**config.mk**
```make
export PLATFORM = sky130hd
export DESIGN_NAME = ssl_loader
export DESIGN_NICKNAME = d
export VERILOG_FILES = /design/src/ssl_pkg.sv /design/src/ssl_loader.sv
export VERILOG_INCLUDE_DIRS = /design/src
export SDC_FILE = /design/constraint.sdc
export NUM_CORES = 1
export LEC_CHECK = 0
export BUFFER_PORTS_ARGS = -buffer_cell sky130_fd_sc_hd__buf_2
export CORE_MARGIN = 2
export CORE_UTILIZATION = 35
export CTS_CLUSTER_DIAMETER = 30
export DETAILED_ROUTE_END_ITERATION = 8
export GPL_TIMING_DRIVEN = 0
export PLACE_DENSITY = 0.57
export SYNTH_ARGS = -nofsm -noshare
export SYNTH_HDL_FRONTEND = slang
export SYNTH_SLANG_ARGS = --single-unit
```
**constraint.sdc**
```tcl
create_clock -name ref_clk_i -period 8.8 [get_ports ref_clk_i]
set_input_delay 0.44 -clock ref_clk_i [delete_from_list [all_inputs] [get_ports ref_clk_i]]
set_output_delay 0.44 -clock ref_clk_i [all_outputs]
set_load 0.005 [all_outputs]
```
**src/ssl_regs.svh**
```systemverilog
// timing constants and defaults for the serial stream loader
`ifndef SSL_REGS_SVH
`define SSL_REGS_SVH

// configuration clock period in ns (20 MHz)
`define SSL_CLK_NS 50
// default memory address width (4 Mbit memory)
`define SSL_ADDR_W 19
// bits per memory word
`define SSL_BYTE_W 8
// clocks to wait after the ready line rises for older targets
`define SSL_LEGACY_WAIT 40
// least low time of the clear request in ns
`define SSL_CLR_NS 300
// clear request length in cycles, rounded up
`define SSL_CLR_CYC ((`SSL_CLR_NS + `SSL_CLK_NS - 1) / `SSL_CLK_NS)
// cycles from a new address to a settled, synchronised data byte
`define SSL_FETCH_LAT 6
// bit position of the first bit of a byte on the wire
`define SSL_FIRST_BIT 0

`endif

```
**src/ssl_pkg.sv**
```systemverilog
// types shared by the serial stream loader
`default_nettype none
package ssl_pkg;
    typedef enum logic [2:0] {
        SSL_IDLE,
        SSL_DELAY,
        SSL_RUN,
        SSL_RETRY,
        SSL_DONE
    } ssl_state_t;
endpackage
`default_nettype wire

```
**src/ssl_loader.sv**
```systemverilog
// parallel memory to serial configuration stream loader with its byte fifo
//
// Overview of operation
// RULE1: address width parameter, default nineteen lines
// RULE2: width 17..20 matches stored bit count
// RULE3: error low during load returns to reset
// RULE4: optional clear pulse then full retry
// RULE5: extra top bits decode to memory selects
// RULE6: two memories: top bit picks select
// RULE7: bits leave in stored order, lsb first
// RULE8: legacy mode waits forty clocks before shifting
// RULE9: alternatively stream carries forty dummy bits
// RULE10: target counts clocks against length count
// RULE11: newer targets start shifting at once
// RULE12: chained targets pass surplus data onward
// RULE13: target pulls ready low on error
// RULE14: whole byte shifted before next fetch
// RULE15: completion releases memory and data pin
// RULE16: clocked by the shared configuration clock
// RULE17: new pass restarts address and bit
`include "ssl_regs.svh"
`default_nettype none

// ************************************************************
// byte fifo
// ************************************************************
module ssl_fifo #(
    parameter int WIDTH = `SSL_BYTE_W,
    parameter int DEPTH = 16
) (
    // clock and reset
    input wire logic clk_i,
    input wire logic rst_n_i,
    input wire logic flush_i,
    // fill side
    input wire logic in_valid_i,
    output logic in_ready_o,
    input wire logic [WIDTH-1:0] in_data_i,
    // drain side
    output logic out_valid_o,
    input wire logic out_ready_i,
    output logic [WIDTH-1:0] out_data_o
);
    localparam int PW = $clog2(DEPTH);
    logic [WIDTH-1:0] mem_ff [DEPTH];
    logic [PW:0] wr_ff, rd_ff;
    logic push, pop;

    // the pointer wrap bit needs a power-of-two depth
    if (DEPTH < 2 || (DEPTH & (DEPTH - 1)) != 0) $error("fifo depth not a power of two");

    // full when pointers differ only in the wrap bit
    assign in_ready_o = !((wr_ff[PW] != rd_ff[PW]) && (wr_ff[PW-1:0] == rd_ff[PW-1:0]));
    assign out_valid_o = (wr_ff != rd_ff);
    assign out_data_o = mem_ff[rd_ff[PW-1:0]];
    assign push = in_valid_i && in_ready_o;
    assign pop = out_valid_o && out_ready_i;

    // storage needs no reset; valid flags come from pointers
    always_ff @(posedge clk_i) begin
        if (push)
            mem_ff[wr_ff[PW-1:0]] <= in_data_i;
    end

    // pointers
    always_ff @(posedge clk_i or negedge rst_n_i) begin
        if (!rst_n_i) begin
            wr_ff <= '0;
            rd_ff <= '0;
        end else if (flush_i) begin
            wr_ff <= '0;
            rd_ff <= '0;
        end else begin
            if (push)
                wr_ff <= wr_ff + 1'b1;
            if (pop)
                rd_ff <= rd_ff + 1'b1;
        end
    end
endmodule

// ************************************************************
// loader top
// ************************************************************
module ssl_loader #(
    parameter int ADDR_W = `SSL_ADDR_W,
    parameter int NUM_MEM = 1,
    parameter bit LEGACY_WAIT_EN = 1'b0, // RULE8
    parameter int WAIT_CYC = `SSL_LEGACY_WAIT,
    parameter bit AUTO_RETRY_EN = 1'b0,
    parameter int FIFO_DEPTH = 16
) (
    // shared configuration clock and reset
    input wire logic ref_clk_i, // RULE16
    input wire logic arst_n_i,
    // memory side
    input wire logic [`SSL_BYTE_W-1:0] prom_data_i,
    output logic [ADDR_W+$clog2(NUM_MEM)-1:0] addr_o,
    output logic [NUM_MEM-1:0] mem_select_n_o,
    // target side
    input wire logic ready_err_i,
    input wire logic done_i,
    output logic serial_data_o,
    output logic serial_data_oe_o,
    output logic clear_req_n_o
);
    localparam int SW = $clog2(NUM_MEM);
    localparam int TW = ADDR_W + SW;
    localparam int BW = `SSL_BYTE_W;
    localparam int CLR_CYC = `SSL_CLR_CYC;
    localparam int LAT = `SSL_FETCH_LAT;

    ssl_pkg::ssl_state_t st_ff;
    logic [1:0] rst_sync_ff;
    logic rst_n;
    logic [2:0] rdy_s_ff;
    logic [2:0] done_s_ff;
    logic [BW-1:0] dat_s1_ff, dat_s2_ff, dat_s3_ff, dat_f_ff;
    logic rdy_f_ff, done_f_ff, rdy_prev_ff;
    logic [TW-1:0] addr_ff;
    logic [7:0] wait_cnt_ff;
    logic [3:0] lat_ff;
    logic [BW-1:0] sh_ff;
    logic [3:0] bits_ff;
    logic start, abort, push, pop, fetch_ok, f_ready, f_valid;
    logic [BW-1:0] f_data;

    // refuse sizes that the counters and the select decoder cannot serve
    if (ADDR_W < 17 || ADDR_W > 20) $error("address width out of range"); // RULE1 RULE2
    if (NUM_MEM < 1 || (NUM_MEM & (NUM_MEM - 1)) != 0) $error("bad memory count"); // RULE5
    if (WAIT_CYC < 1 || WAIT_CYC > 255) $error("wait count out of range");

    // binary decode of the top address bits into active-low selects
    function automatic logic [NUM_MEM-1:0] sel_decode(input logic [TW-1:0] a);
        logic [NUM_MEM-1:0] s;
        s = '1;
        for (int i = 0; i < NUM_MEM; i++)
            if (NUM_MEM == 1 || int'(a >> ADDR_W) == i)
                s[i] = 1'b0;
        return s;
    endfunction

    // reset release through two flops
    always_ff @(posedge ref_clk_i or negedge arst_n_i) begin
        if (!arst_n_i)
            rst_sync_ff <= 2'h0;
        else
            rst_sync_ff <= {rst_sync_ff[0], 1'b1};
    end
    assign rst_n = rst_sync_ff[1];

    // pin synchronisers; a change counts once stages two and three agree
    always_ff @(posedge ref_clk_i or negedge rst_n) begin
        if (!rst_n) begin
            rdy_s_ff <= 3'h0;
            done_s_ff <= 3'h0;
            dat_s1_ff <= 8'h00;
            dat_s2_ff <= 8'h00;
            dat_s3_ff <= 8'h00;
            dat_f_ff <= 8'h00;
            rdy_f_ff <= 1'b0;
            done_f_ff <= 1'b0;
        end else begin
            rdy_s_ff <= {rdy_s_ff[1:0], ready_err_i};
            done_s_ff <= {done_s_ff[1:0], done_i};
            dat_s1_ff <= prom_data_i;
            dat_s2_ff <= dat_s1_ff;
            dat_s3_ff <= dat_s2_ff;
            if (rdy_s_ff[1] == rdy_s_ff[2])
                rdy_f_ff <= rdy_s_ff[2];
            if (done_s_ff[1] == done_s_ff[2])
                done_f_ff <= done_s_ff[2];
            if (dat_s2_ff == dat_s3_ff)
                dat_f_ff <= dat_s3_ff;
        end
    end

    // a pass starts on a rising ready line; a falling one mid-load aborts
    assign start = (st_ff == ssl_pkg::SSL_IDLE) && rdy_f_ff && !rdy_prev_ff;
    assign abort = !rdy_f_ff && !done_f_ff &&
                   (st_ff == ssl_pkg::SSL_RUN || st_ff == ssl_pkg::SSL_DELAY);

    // control state machine; the wait counter also times the clear pulse
    always_ff @(posedge ref_clk_i or negedge rst_n) begin
        if (!rst_n) begin
            st_ff <= ssl_pkg::SSL_IDLE;
            wait_cnt_ff <= 8'h00;
            rdy_prev_ff <= 1'b0;
        end else begin
            rdy_prev_ff <= rdy_f_ff;
            wait_cnt_ff <= wait_cnt_ff + 8'h01;
            if (done_f_ff && st_ff != ssl_pkg::SSL_DONE) begin
                st_ff <= ssl_pkg::SSL_DONE; // RULE15
            end else if (abort) begin
                wait_cnt_ff <= 8'h00;
                st_ff <= AUTO_RETRY_EN ? ssl_pkg::SSL_RETRY : ssl_pkg::SSL_IDLE; // RULE3 RULE4
            end else begin
                unique case (st_ff)
                    ssl_pkg::SSL_IDLE: begin
                        wait_cnt_ff <= 8'h00;
                        if (start && LEGACY_WAIT_EN)
                            st_ff <= ssl_pkg::SSL_DELAY; // RULE8
                        else if (start)
                            st_ff <= ssl_pkg::SSL_RUN; // RULE11
                    end
                    ssl_pkg::SSL_DELAY: begin
                        if (wait_cnt_ff == 8'(WAIT_CYC - 1))
                            st_ff <= ssl_pkg::SSL_RUN; // RULE8
                    end
                    ssl_pkg::SSL_RUN: wait_cnt_ff <= 8'h00;
                    ssl_pkg::SSL_RETRY: begin
                        if (wait_cnt_ff == 8'(CLR_CYC - 1))
                            st_ff <= ssl_pkg::SSL_IDLE; // RULE4
                    end
                    ssl_pkg::SSL_DONE: begin
                        if (!rdy_f_ff && !done_f_ff)
                            st_ff <= ssl_pkg::SSL_IDLE;
                    end
                endcase
            end
        end
    end

    // clear request held low for the whole retry state
    always_ff @(posedge ref_clk_i or negedge rst_n) begin
        if (!rst_n)
            clear_req_n_o <= 1'b1;
        else
            clear_req_n_o <= !(abort && AUTO_RETRY_EN) &&
                             !(st_ff == ssl_pkg::SSL_RETRY &&
                               wait_cnt_ff != 8'(CLR_CYC - 1)); // RULE4
    end

    // fetch: hold each address until its byte has settled through the synchroniser
    assign fetch_ok = (st_ff == ssl_pkg::SSL_RUN) && !done_f_ff && rdy_f_ff; // RULE3
    assign push = fetch_ok && (lat_ff == 4'(LAT)) && f_ready;
    always_ff @(posedge ref_clk_i or negedge rst_n) begin
        if (!rst_n) begin
            addr_ff <= '0;
            lat_ff <= 4'h0;
        end else if (start) begin
            addr_ff <= '0; // RULE17
            lat_ff <= 4'h0;
        end else if (push) begin
            addr_ff <= addr_ff + 1'b1; // RULE14
            lat_ff <= 4'h0;
        end else if (fetch_ok && lat_ff != 4'(LAT)) begin
            lat_ff <= lat_ff + 4'h1;
        end
    end

    // address and selects; selects drop out once the target is done
    always_ff @(posedge ref_clk_i or negedge rst_n) begin
        if (!rst_n) begin
            addr_o <= '0;
            mem_select_n_o <= '1;
        end else begin
            addr_o <= addr_ff;
            if (st_ff == ssl_pkg::SSL_RUN && !done_f_ff)
                mem_select_n_o <= sel_decode(addr_ff); // RULE5 RULE6
            else
                mem_select_n_o <= '1; // RULE15
        end
    end

    ssl_fifo #(
        .WIDTH(BW),
        .DEPTH(FIFO_DEPTH)
    ) u_fifo (
        .clk_i(ref_clk_i),
        .rst_n_i(rst_n),
        .flush_i(start),
        .in_valid_i(fetch_ok && lat_ff == 4'(LAT)),
        .in_ready_o(f_ready),
        .in_data_i(dat_f_ff),
        .out_valid_o(f_valid),
        .out_ready_i(pop),
        .out_data_o(f_data)
    );

    // shifter: lsb first, one bit per clock; the fifo must stay ahead
    // because the target takes a bit on every clock and cannot be stalled
    assign pop = fetch_ok && (bits_ff == 4'h0);
    always_ff @(posedge ref_clk_i or negedge rst_n) begin
        if (!rst_n) begin
            sh_ff <= 8'h00;
            bits_ff <= 4'h0;
            serial_data_o <= 1'b1;
            serial_data_oe_o <= 1'b0;
        end else if (start || !fetch_ok) begin
            bits_ff <= 4'h0; // RULE17
            serial_data_o <= 1'b1;
            serial_data_oe_o <= 1'b0; // RULE15
        end else if (bits_ff != 4'h0) begin
            serial_data_o <= sh_ff[`SSL_FIRST_BIT]; // RULE7
            sh_ff <= sh_ff >> 1;
            bits_ff <= bits_ff - 4'h1;
        end else if (f_valid) begin
            serial_data_o <= f_data[`SSL_FIRST_BIT]; // RULE7 RULE14
            sh_ff <= f_data >> 1;
            bits_ff <= 4'(BW - 1);
            serial_data_oe_o <= 1'b1;
        end
    end

    // ************************************************************
    // checks
    // ************************************************************
    err_abort_a: assert property (@(posedge ref_clk_i) disable iff (!rst_n) // RULE3
        (abort && !AUTO_RETRY_EN) |=> st_ff == ssl_pkg::SSL_IDLE && !serial_data_oe_o)
        else $error("error line low did not abort the load");
    retry_pulse_a: assert property (@(posedge ref_clk_i) disable iff (!rst_n) // RULE4
        (abort && AUTO_RETRY_EN) |=> !clear_req_n_o[*6])
        else $error("clear request pulse too short");
    sel_decode_a: assert property (@(posedge ref_clk_i) disable iff (!rst_n) // RULE6
        ($past(st_ff) == ssl_pkg::SSL_RUN && !$past(done_f_ff))
        |-> mem_select_n_o == sel_decode($past(addr_ff)))
        else $error("memory select does not follow top address bits");
    legacy_hold_a: assert property (@(posedge ref_clk_i) disable iff (!rst_n) // RULE8
        (st_ff == ssl_pkg::SSL_DELAY && wait_cnt_ff == 8'(WAIT_CYC - 1) && rdy_f_ff)
        |=> st_ff == ssl_pkg::SSL_RUN && !serial_data_oe_o)
        else $error("legacy wait did not end at its count");
    no_wait_a: assert property (@(posedge ref_clk_i) disable iff (!rst_n) // RULE11
        (start && !LEGACY_WAIT_EN && !done_f_ff) |=> st_ff == ssl_pkg::SSL_RUN)
        else $error("newer target start was delayed");
    bit_order_a: assert property (@(posedge ref_clk_i) disable iff (!rst_n) // RULE7
        (fetch_ok && !start && bits_ff != 4'h0) |=> serial_data_o == $past(sh_ff[0]))
        else $error("serial bit out of stored order");
    byte_whole_a: assert property (@(posedge ref_clk_i) disable iff (!rst_n) // RULE14
        (pop && f_valid && !start) |=> bits_ff == 4'(BW - 1) ##1 !pop[*6])
        else $error("byte not fully shifted before next one");
    done_iso_a: assert property (@(posedge ref_clk_i) disable iff (!rst_n) // RULE15
        done_f_ff |=> ##1 (mem_select_n_o == '1 && !serial_data_oe_o))
        else $error("memory or data pin not released on completion");
    restart_a: assert property (@(posedge ref_clk_i) disable iff (!rst_n) // RULE17
        start |=> addr_ff == '0 && bits_ff == 4'h0)
        else $error("new pass did not restart address and bit");
endmodule
`default_nettype wire

```
Word level (Yosys, flattened, before mapping). Memory sizes are Yosys's and may differ from the RTL's. Index checks and enable logic that the tools add are counted.

Flip-flop bits (word level): 122. Memory bits (writable): 128. Input bits: 12. Output and inout bits: 23. Logic and storage cells: 121. Memories: 1.

Memories: u_fifo.mem_ff (depth 16, bits a word 8, read ports 1, clocked after Yosys merged registers in 0, wr ports 1, line ssl_loader.sv:45) `logic [WIDTH-1:0] mem_ff [DEPTH];`.

$add $sub $neg: 6. Equal/unequal tests: 21. Mux-type cells: 33. Bitwise operators: 1. Reduce and logical (&&, ||, !) cells: 36.

Operator list (number): two-way mux 8 bit (5); two-way mux 19 bit (2); two-way mux 4 bit (6); two-way mux 5 bit (4); adder 19 x 1 -> 19 bit, second input constant (1); two-way mux 3 bit (6); logical AND 1 bit (14); case mux 3 bit (4 select lines) (1); adder 5 x 1 -> 5 bit, second input constant (2); two-way mux 1 bit (9); adder 8 x 1 -> 8 bit, second input constant (1); == test 8 x 3 -> 1 bit, second input constant (1); == test 8 x 6 -> 1 bit, second input constant (1); == test 8 bit (1); inequality test 4 x 3 -> 1 bit, second input constant (2); inequality test 4 bit, second input constant (2); inequality test 8 x 3 -> 1 bit, second input constant (1); nonzero test 2 bit (4); == test 3 x 2 -> 1 bit, second input constant (2); logical NOT 1 bit (6); nonzero test 3 bit (2); nonzero test 6 bit (1); inequality test 5 bit (1); AND reduction 5 bit (1); other kinds (18) (21).

Longest topological paths before layout.
Depth in word-level cells: 7. Depth in mapped cells: 9. Mapped depth without buffers: 7.

Modules after synthesis. A second synthesis with hierarchy kept.

Cell total of the unflattened synthesis: 559. Area, all modules: 9372.7 sq um.

Modules (own cells, without submodules): ssl_fifo (times used 1, cells an instance 272, area each 5637.9 sq um); ssl_loader (times used 1, cells an instance 287, area each 3734.8 sq um).

Worst setup path after synthesis. No wires, ideal clock.

Kind: register to register. Start point: reg lat_ff[0]. End point: mem u_fifo.mem_ff[3][0] (netlist name) (enable). Library setup time: 0.398 ns. Arrival time: 2.293 ns. Data required time: 8.402 ns. Path slack: 6.109 ns. Stages on the path, launching flop included: 9. Cell sequence: dfrtp_1 > inv_1 > ha_1 > nand3b_1 > nor2_4 > o21ai_2 > buf_6 > buf_2 > nor4b_1.

Longest elaborated chain between the ends: 5.

RTL lines: start, declared (line ssl_loader.sv:122) `logic [3:0] lat_ff;`; start signal, assigned (line ssl_loader.sv:248) `lat_ff <= lat_ff + 4'h1;`; == test 4 x 3 -> 1 bit (line ssl_loader.sv:273) `.in_valid_i(fetch_ok && lat_ff == 4'(LAT)),`; logical AND 1 bit (line ssl_loader.sv:273); logical AND 1 bit (line ssl_loader.sv:56) `assign push = in_valid_i && in_ready_o;`; two-way mux 1 bit (line ssl_loader.sv:61) `if (push)`; two-way mux 1 bit (not written as such) (line ssl_loader.sv:62) `mem_ff[wr_ff[PW-1:0]] <= in_data_i;`; end, declared (line ssl_loader.sv:45).

No other way between the ends.

Final worst setup path. Ends and elaborated chain as after synthesis.

==> flow_summary.yaml <==
sta:
  clock_skew_ps: 32.03
  layout_worst_path_cycle_share_pct: 30.52
  relSlewSlack_pct: 23.97
  fmaxAchievable_mhz: 372.3
  setup_violations: 0
  fin_setup_tns_ps: 0
  finalCriticalPeriod_ps: 2686
  worst_slack_ps: 6114
  worst_slew_pin_slew_ps: 1138
  hold_violations: 0
  rsz0062_at_grt: "false"
  slew_viol_final: 0
cells_and_area:
  nNetsFinal: 697
  diodes: 0
  drive_above_1_share_pct: 27.51
  final_cells: 1051
  area_delta_synth_final_pct: 27.67
  stdcell_area_um2: 11900
route:
  viasPerCell: 5.086
  routed-via-count: 5345
  final_antenna_net_count: 0
  drtIter0Drc: 280
  routed_wl_mm: 19.63
  drc: 1
  drt_first_pass_iters: 6
  wire_per_inst_um: 18.68
floorplan:
  die_w_um: 167.2
  rows: 59
  fp.coreArea_um2: 26130
  die_y_um: 167.2
  pin_count: 35
  initial_utilization_pct: 35.68
  dieArea_um2: 27960
setup_path:
  slowest_delay_ps: 530
  worst-setup-path-type: "reg2reg"
  cp_cell_sequence: "inv_1, ha_1, nand3b_1, nor2_4, o21ai_2, buf_6, buf_2, nor4b_2, buf_4"
  start_kind: "flop"
  critPathMaxFanout: 10
  worstPathRequired_ps: 9040
  cpMaxStageDelayCell: "nor4b_2"
  cp-end-kind: "flop"
  critPathArrivalTime_ps: 2920
placed_design:
  gp_congestion: 0.7914
  port_buffers: 33
  hpwlAfterDp_mm: 12.71
  dp.cells: 949
  pre_cts_ws_ps: 5692
  place_area_um2: 10010
logic_synthesis:
  synthSimpleGateAreaFrac_pct: 7.958
  synth_xor_area_share_pct: 2.617
  synth.area.top_cells: "edfxtp_1, dfrtp_1, mux4_2"
  synth_edf_count: 128
  synth_top_cell_area_share_pct: 41.22
  synthMuxAreaShare_pct: 9.689
  synthArstFlopShare_pct: 46.44
  synth_compound_area_share_pct: 5.542
  synth_ff_type: "edfxtp_1"
  synth_top_family_by_area: "multiplexers"
  ys_seq_elements: 239
  synthTopCellsByCount: "edfxtp_1, dfrtp_1, nor2_1, mux4_2, nand2_1"
  synthCells: 575
  yosys_warnings: 0
  avgSynthCellArea_um2: 16.22
  ys_seq_area_share_pct: 71.04
  yosys.cell_types.count: 55
  synth_adder_area_share_pct: 1.422
  syn_area_um2: 9324
  yosysTopAreaCell: "edfxtp_1"
  yosysMostFrequentCell: "edfxtp_1"
global_routing:
  grt_pass1_wl_mm: 31.04
  grt_use_total_pct: 14.43
  gr-total-overflow: 0
  grt_max_degree: 74
  antenna_found_initial: 0
  grt_pass1_vias: 5671
power_and_ir_drop:
  p_leak_nw: 4.623
  pwr_density_cell_nw_per_um2: 270.4
  ir_drop_mv: 0.1809
  p_total_w: 0.003219
status:
  violations: "design-rule violations"
  outcome: "complete, but fails checks"
clock_network:
  cts_tree: "yes"
  clockBufferDepth: 3
  cts.sinks: 239
  cts_made_buffers: 49
  cts_resized: 0
  cts_max_level: 2
  cts-root-buf: "clkbuf_16"
  clk_latency_ps: 540
  clk_pin_slew_ps: 50
worst_hold_path:
  hp-class: "in2async"
job:
  maxCapViolations: 0
-- flip-flops by register name, indices dropped and copies added, names as in the netlist, 5 cells and up --
| name | flops |
|---|---|
| dat_s2_ff | 8 |
| dat_s1_ff | 8 |
| u_fifo.mem_ff | 128 |
| sh_ff | 7 |
| dat_f_ff | 8 |
| addr_o | 19 |
| dat_s3_ff | 8 |
| u_fifo.wr_ff | 5 |
| u_fifo.rd_ff | 5 |
| addr_ff | 19 |
-- final timing paths --
kind,slack (ps),end,start,cells past startpoint
min in group ref_clk_i,340,dat_s2_ff[5],dat_s1_ff[5],0
worst max-delay path,6110,u_fifo.mem_ff[3][0],lat_ff[0],9
worst max register to register,6110,u_fifo.mem_ff[3][0],lat_ff[0],9
worst min register to register,290,dat_f_ff[7],rst_sync_ff[1],0
max in group asynchronous,7750,sh_ff[1],rst_sync_ff[1],1
worst min-delay path,210,rst_sync_ff[1],arst_n_i,2
-- stage by stage --
stage	hold WS (ps)	utilization (%)
6_report	214.0	45.55
5_1_grt	209.3	45.55
4_1_cts	187.9	45.53
3_5_place_dp	225.9	38.32
3_3_place_gp	224.3	37.93
2_1_floorplan	144.4	-
-- layout by cell type, fill, tap and decap left out, drive strengths merged, types with 7 or more instances in the layout --
master	netlist	routed
edfxtp	128	128
dfrtp	109	109
clkbuf	9	74
buf	15	53
nor2	34	34
mux4	26	26
nand2	20	20
a21oi	19	19
mux2i	16	16
xor2	16	16
inv	10	15
mux2	14	14
o21ai	14	14
nand3	12	12
clkinv	0	12
dlygate4sd3	0	11
xnor2	11	11
ha	9	9
nor3	8	8
a22oi	8	8
a211oi	7	7
bufinv	0	7
-- cell families after synthesis --
| logic type | count (synthesis) |
|---|---|
| buf+inv | 34 |
| compound gates | 77 |
| simple gates | 130 |
| mux | 56 |
| fa+ha+maj | 11 |
| other cells | 1 |
| flops | 239 |
| xor+xnor | 27 |
-- worst max-delay path, delay by kind of cell, from the launching register on --
family                     cells  cell delay [ps]
DFF                            1              420
adders and majority gates      1              150
buffers and inverters          4              710
AOI/OAI and AO/OA              1              140
and+or+nand+nor                3              970
-- routing by layer --
metal	share of wire [%]	wire length, um	global-route usage (%)
met1	44	8594	18.79
met2	49	9714	23.76
met3	4.7	919	3.049
met4	2.1	403	5.747
met5	0	0	0
-- cell type report --
type	instances	area (um^2)
Buffer	24	120.1
Clock buffer	65	1400
Clock inverter	26	375.4
Fill cell	2258	14230
Inverter	10	37.54
Multi-Input combinational cell	303	2591
Sequential cell	239	6628
Tap cell	335	419.2
Timing Repair Buffer	49	332.8
-- what timing repair did --
item / CTS / global route
endpoints found under the setup margin: 0 / 0
hold buffers: 11 / 0
setup buffers: 0 / 0
hold endpoints to repair: 12 / 0
-- where the power goes --
group	internal, W	leakage (nW)	switching [W]	total (W)
clock	0.00133	0.862	0.000591	0.00192
combinational	0.0000185	1.13	0.0000193	0.0000379
sequential	0.00122	2.63	0.0000399	0.00126
total	0.00257	4.62	0.000651	0.00322
(Power assumes the default switching activity.)
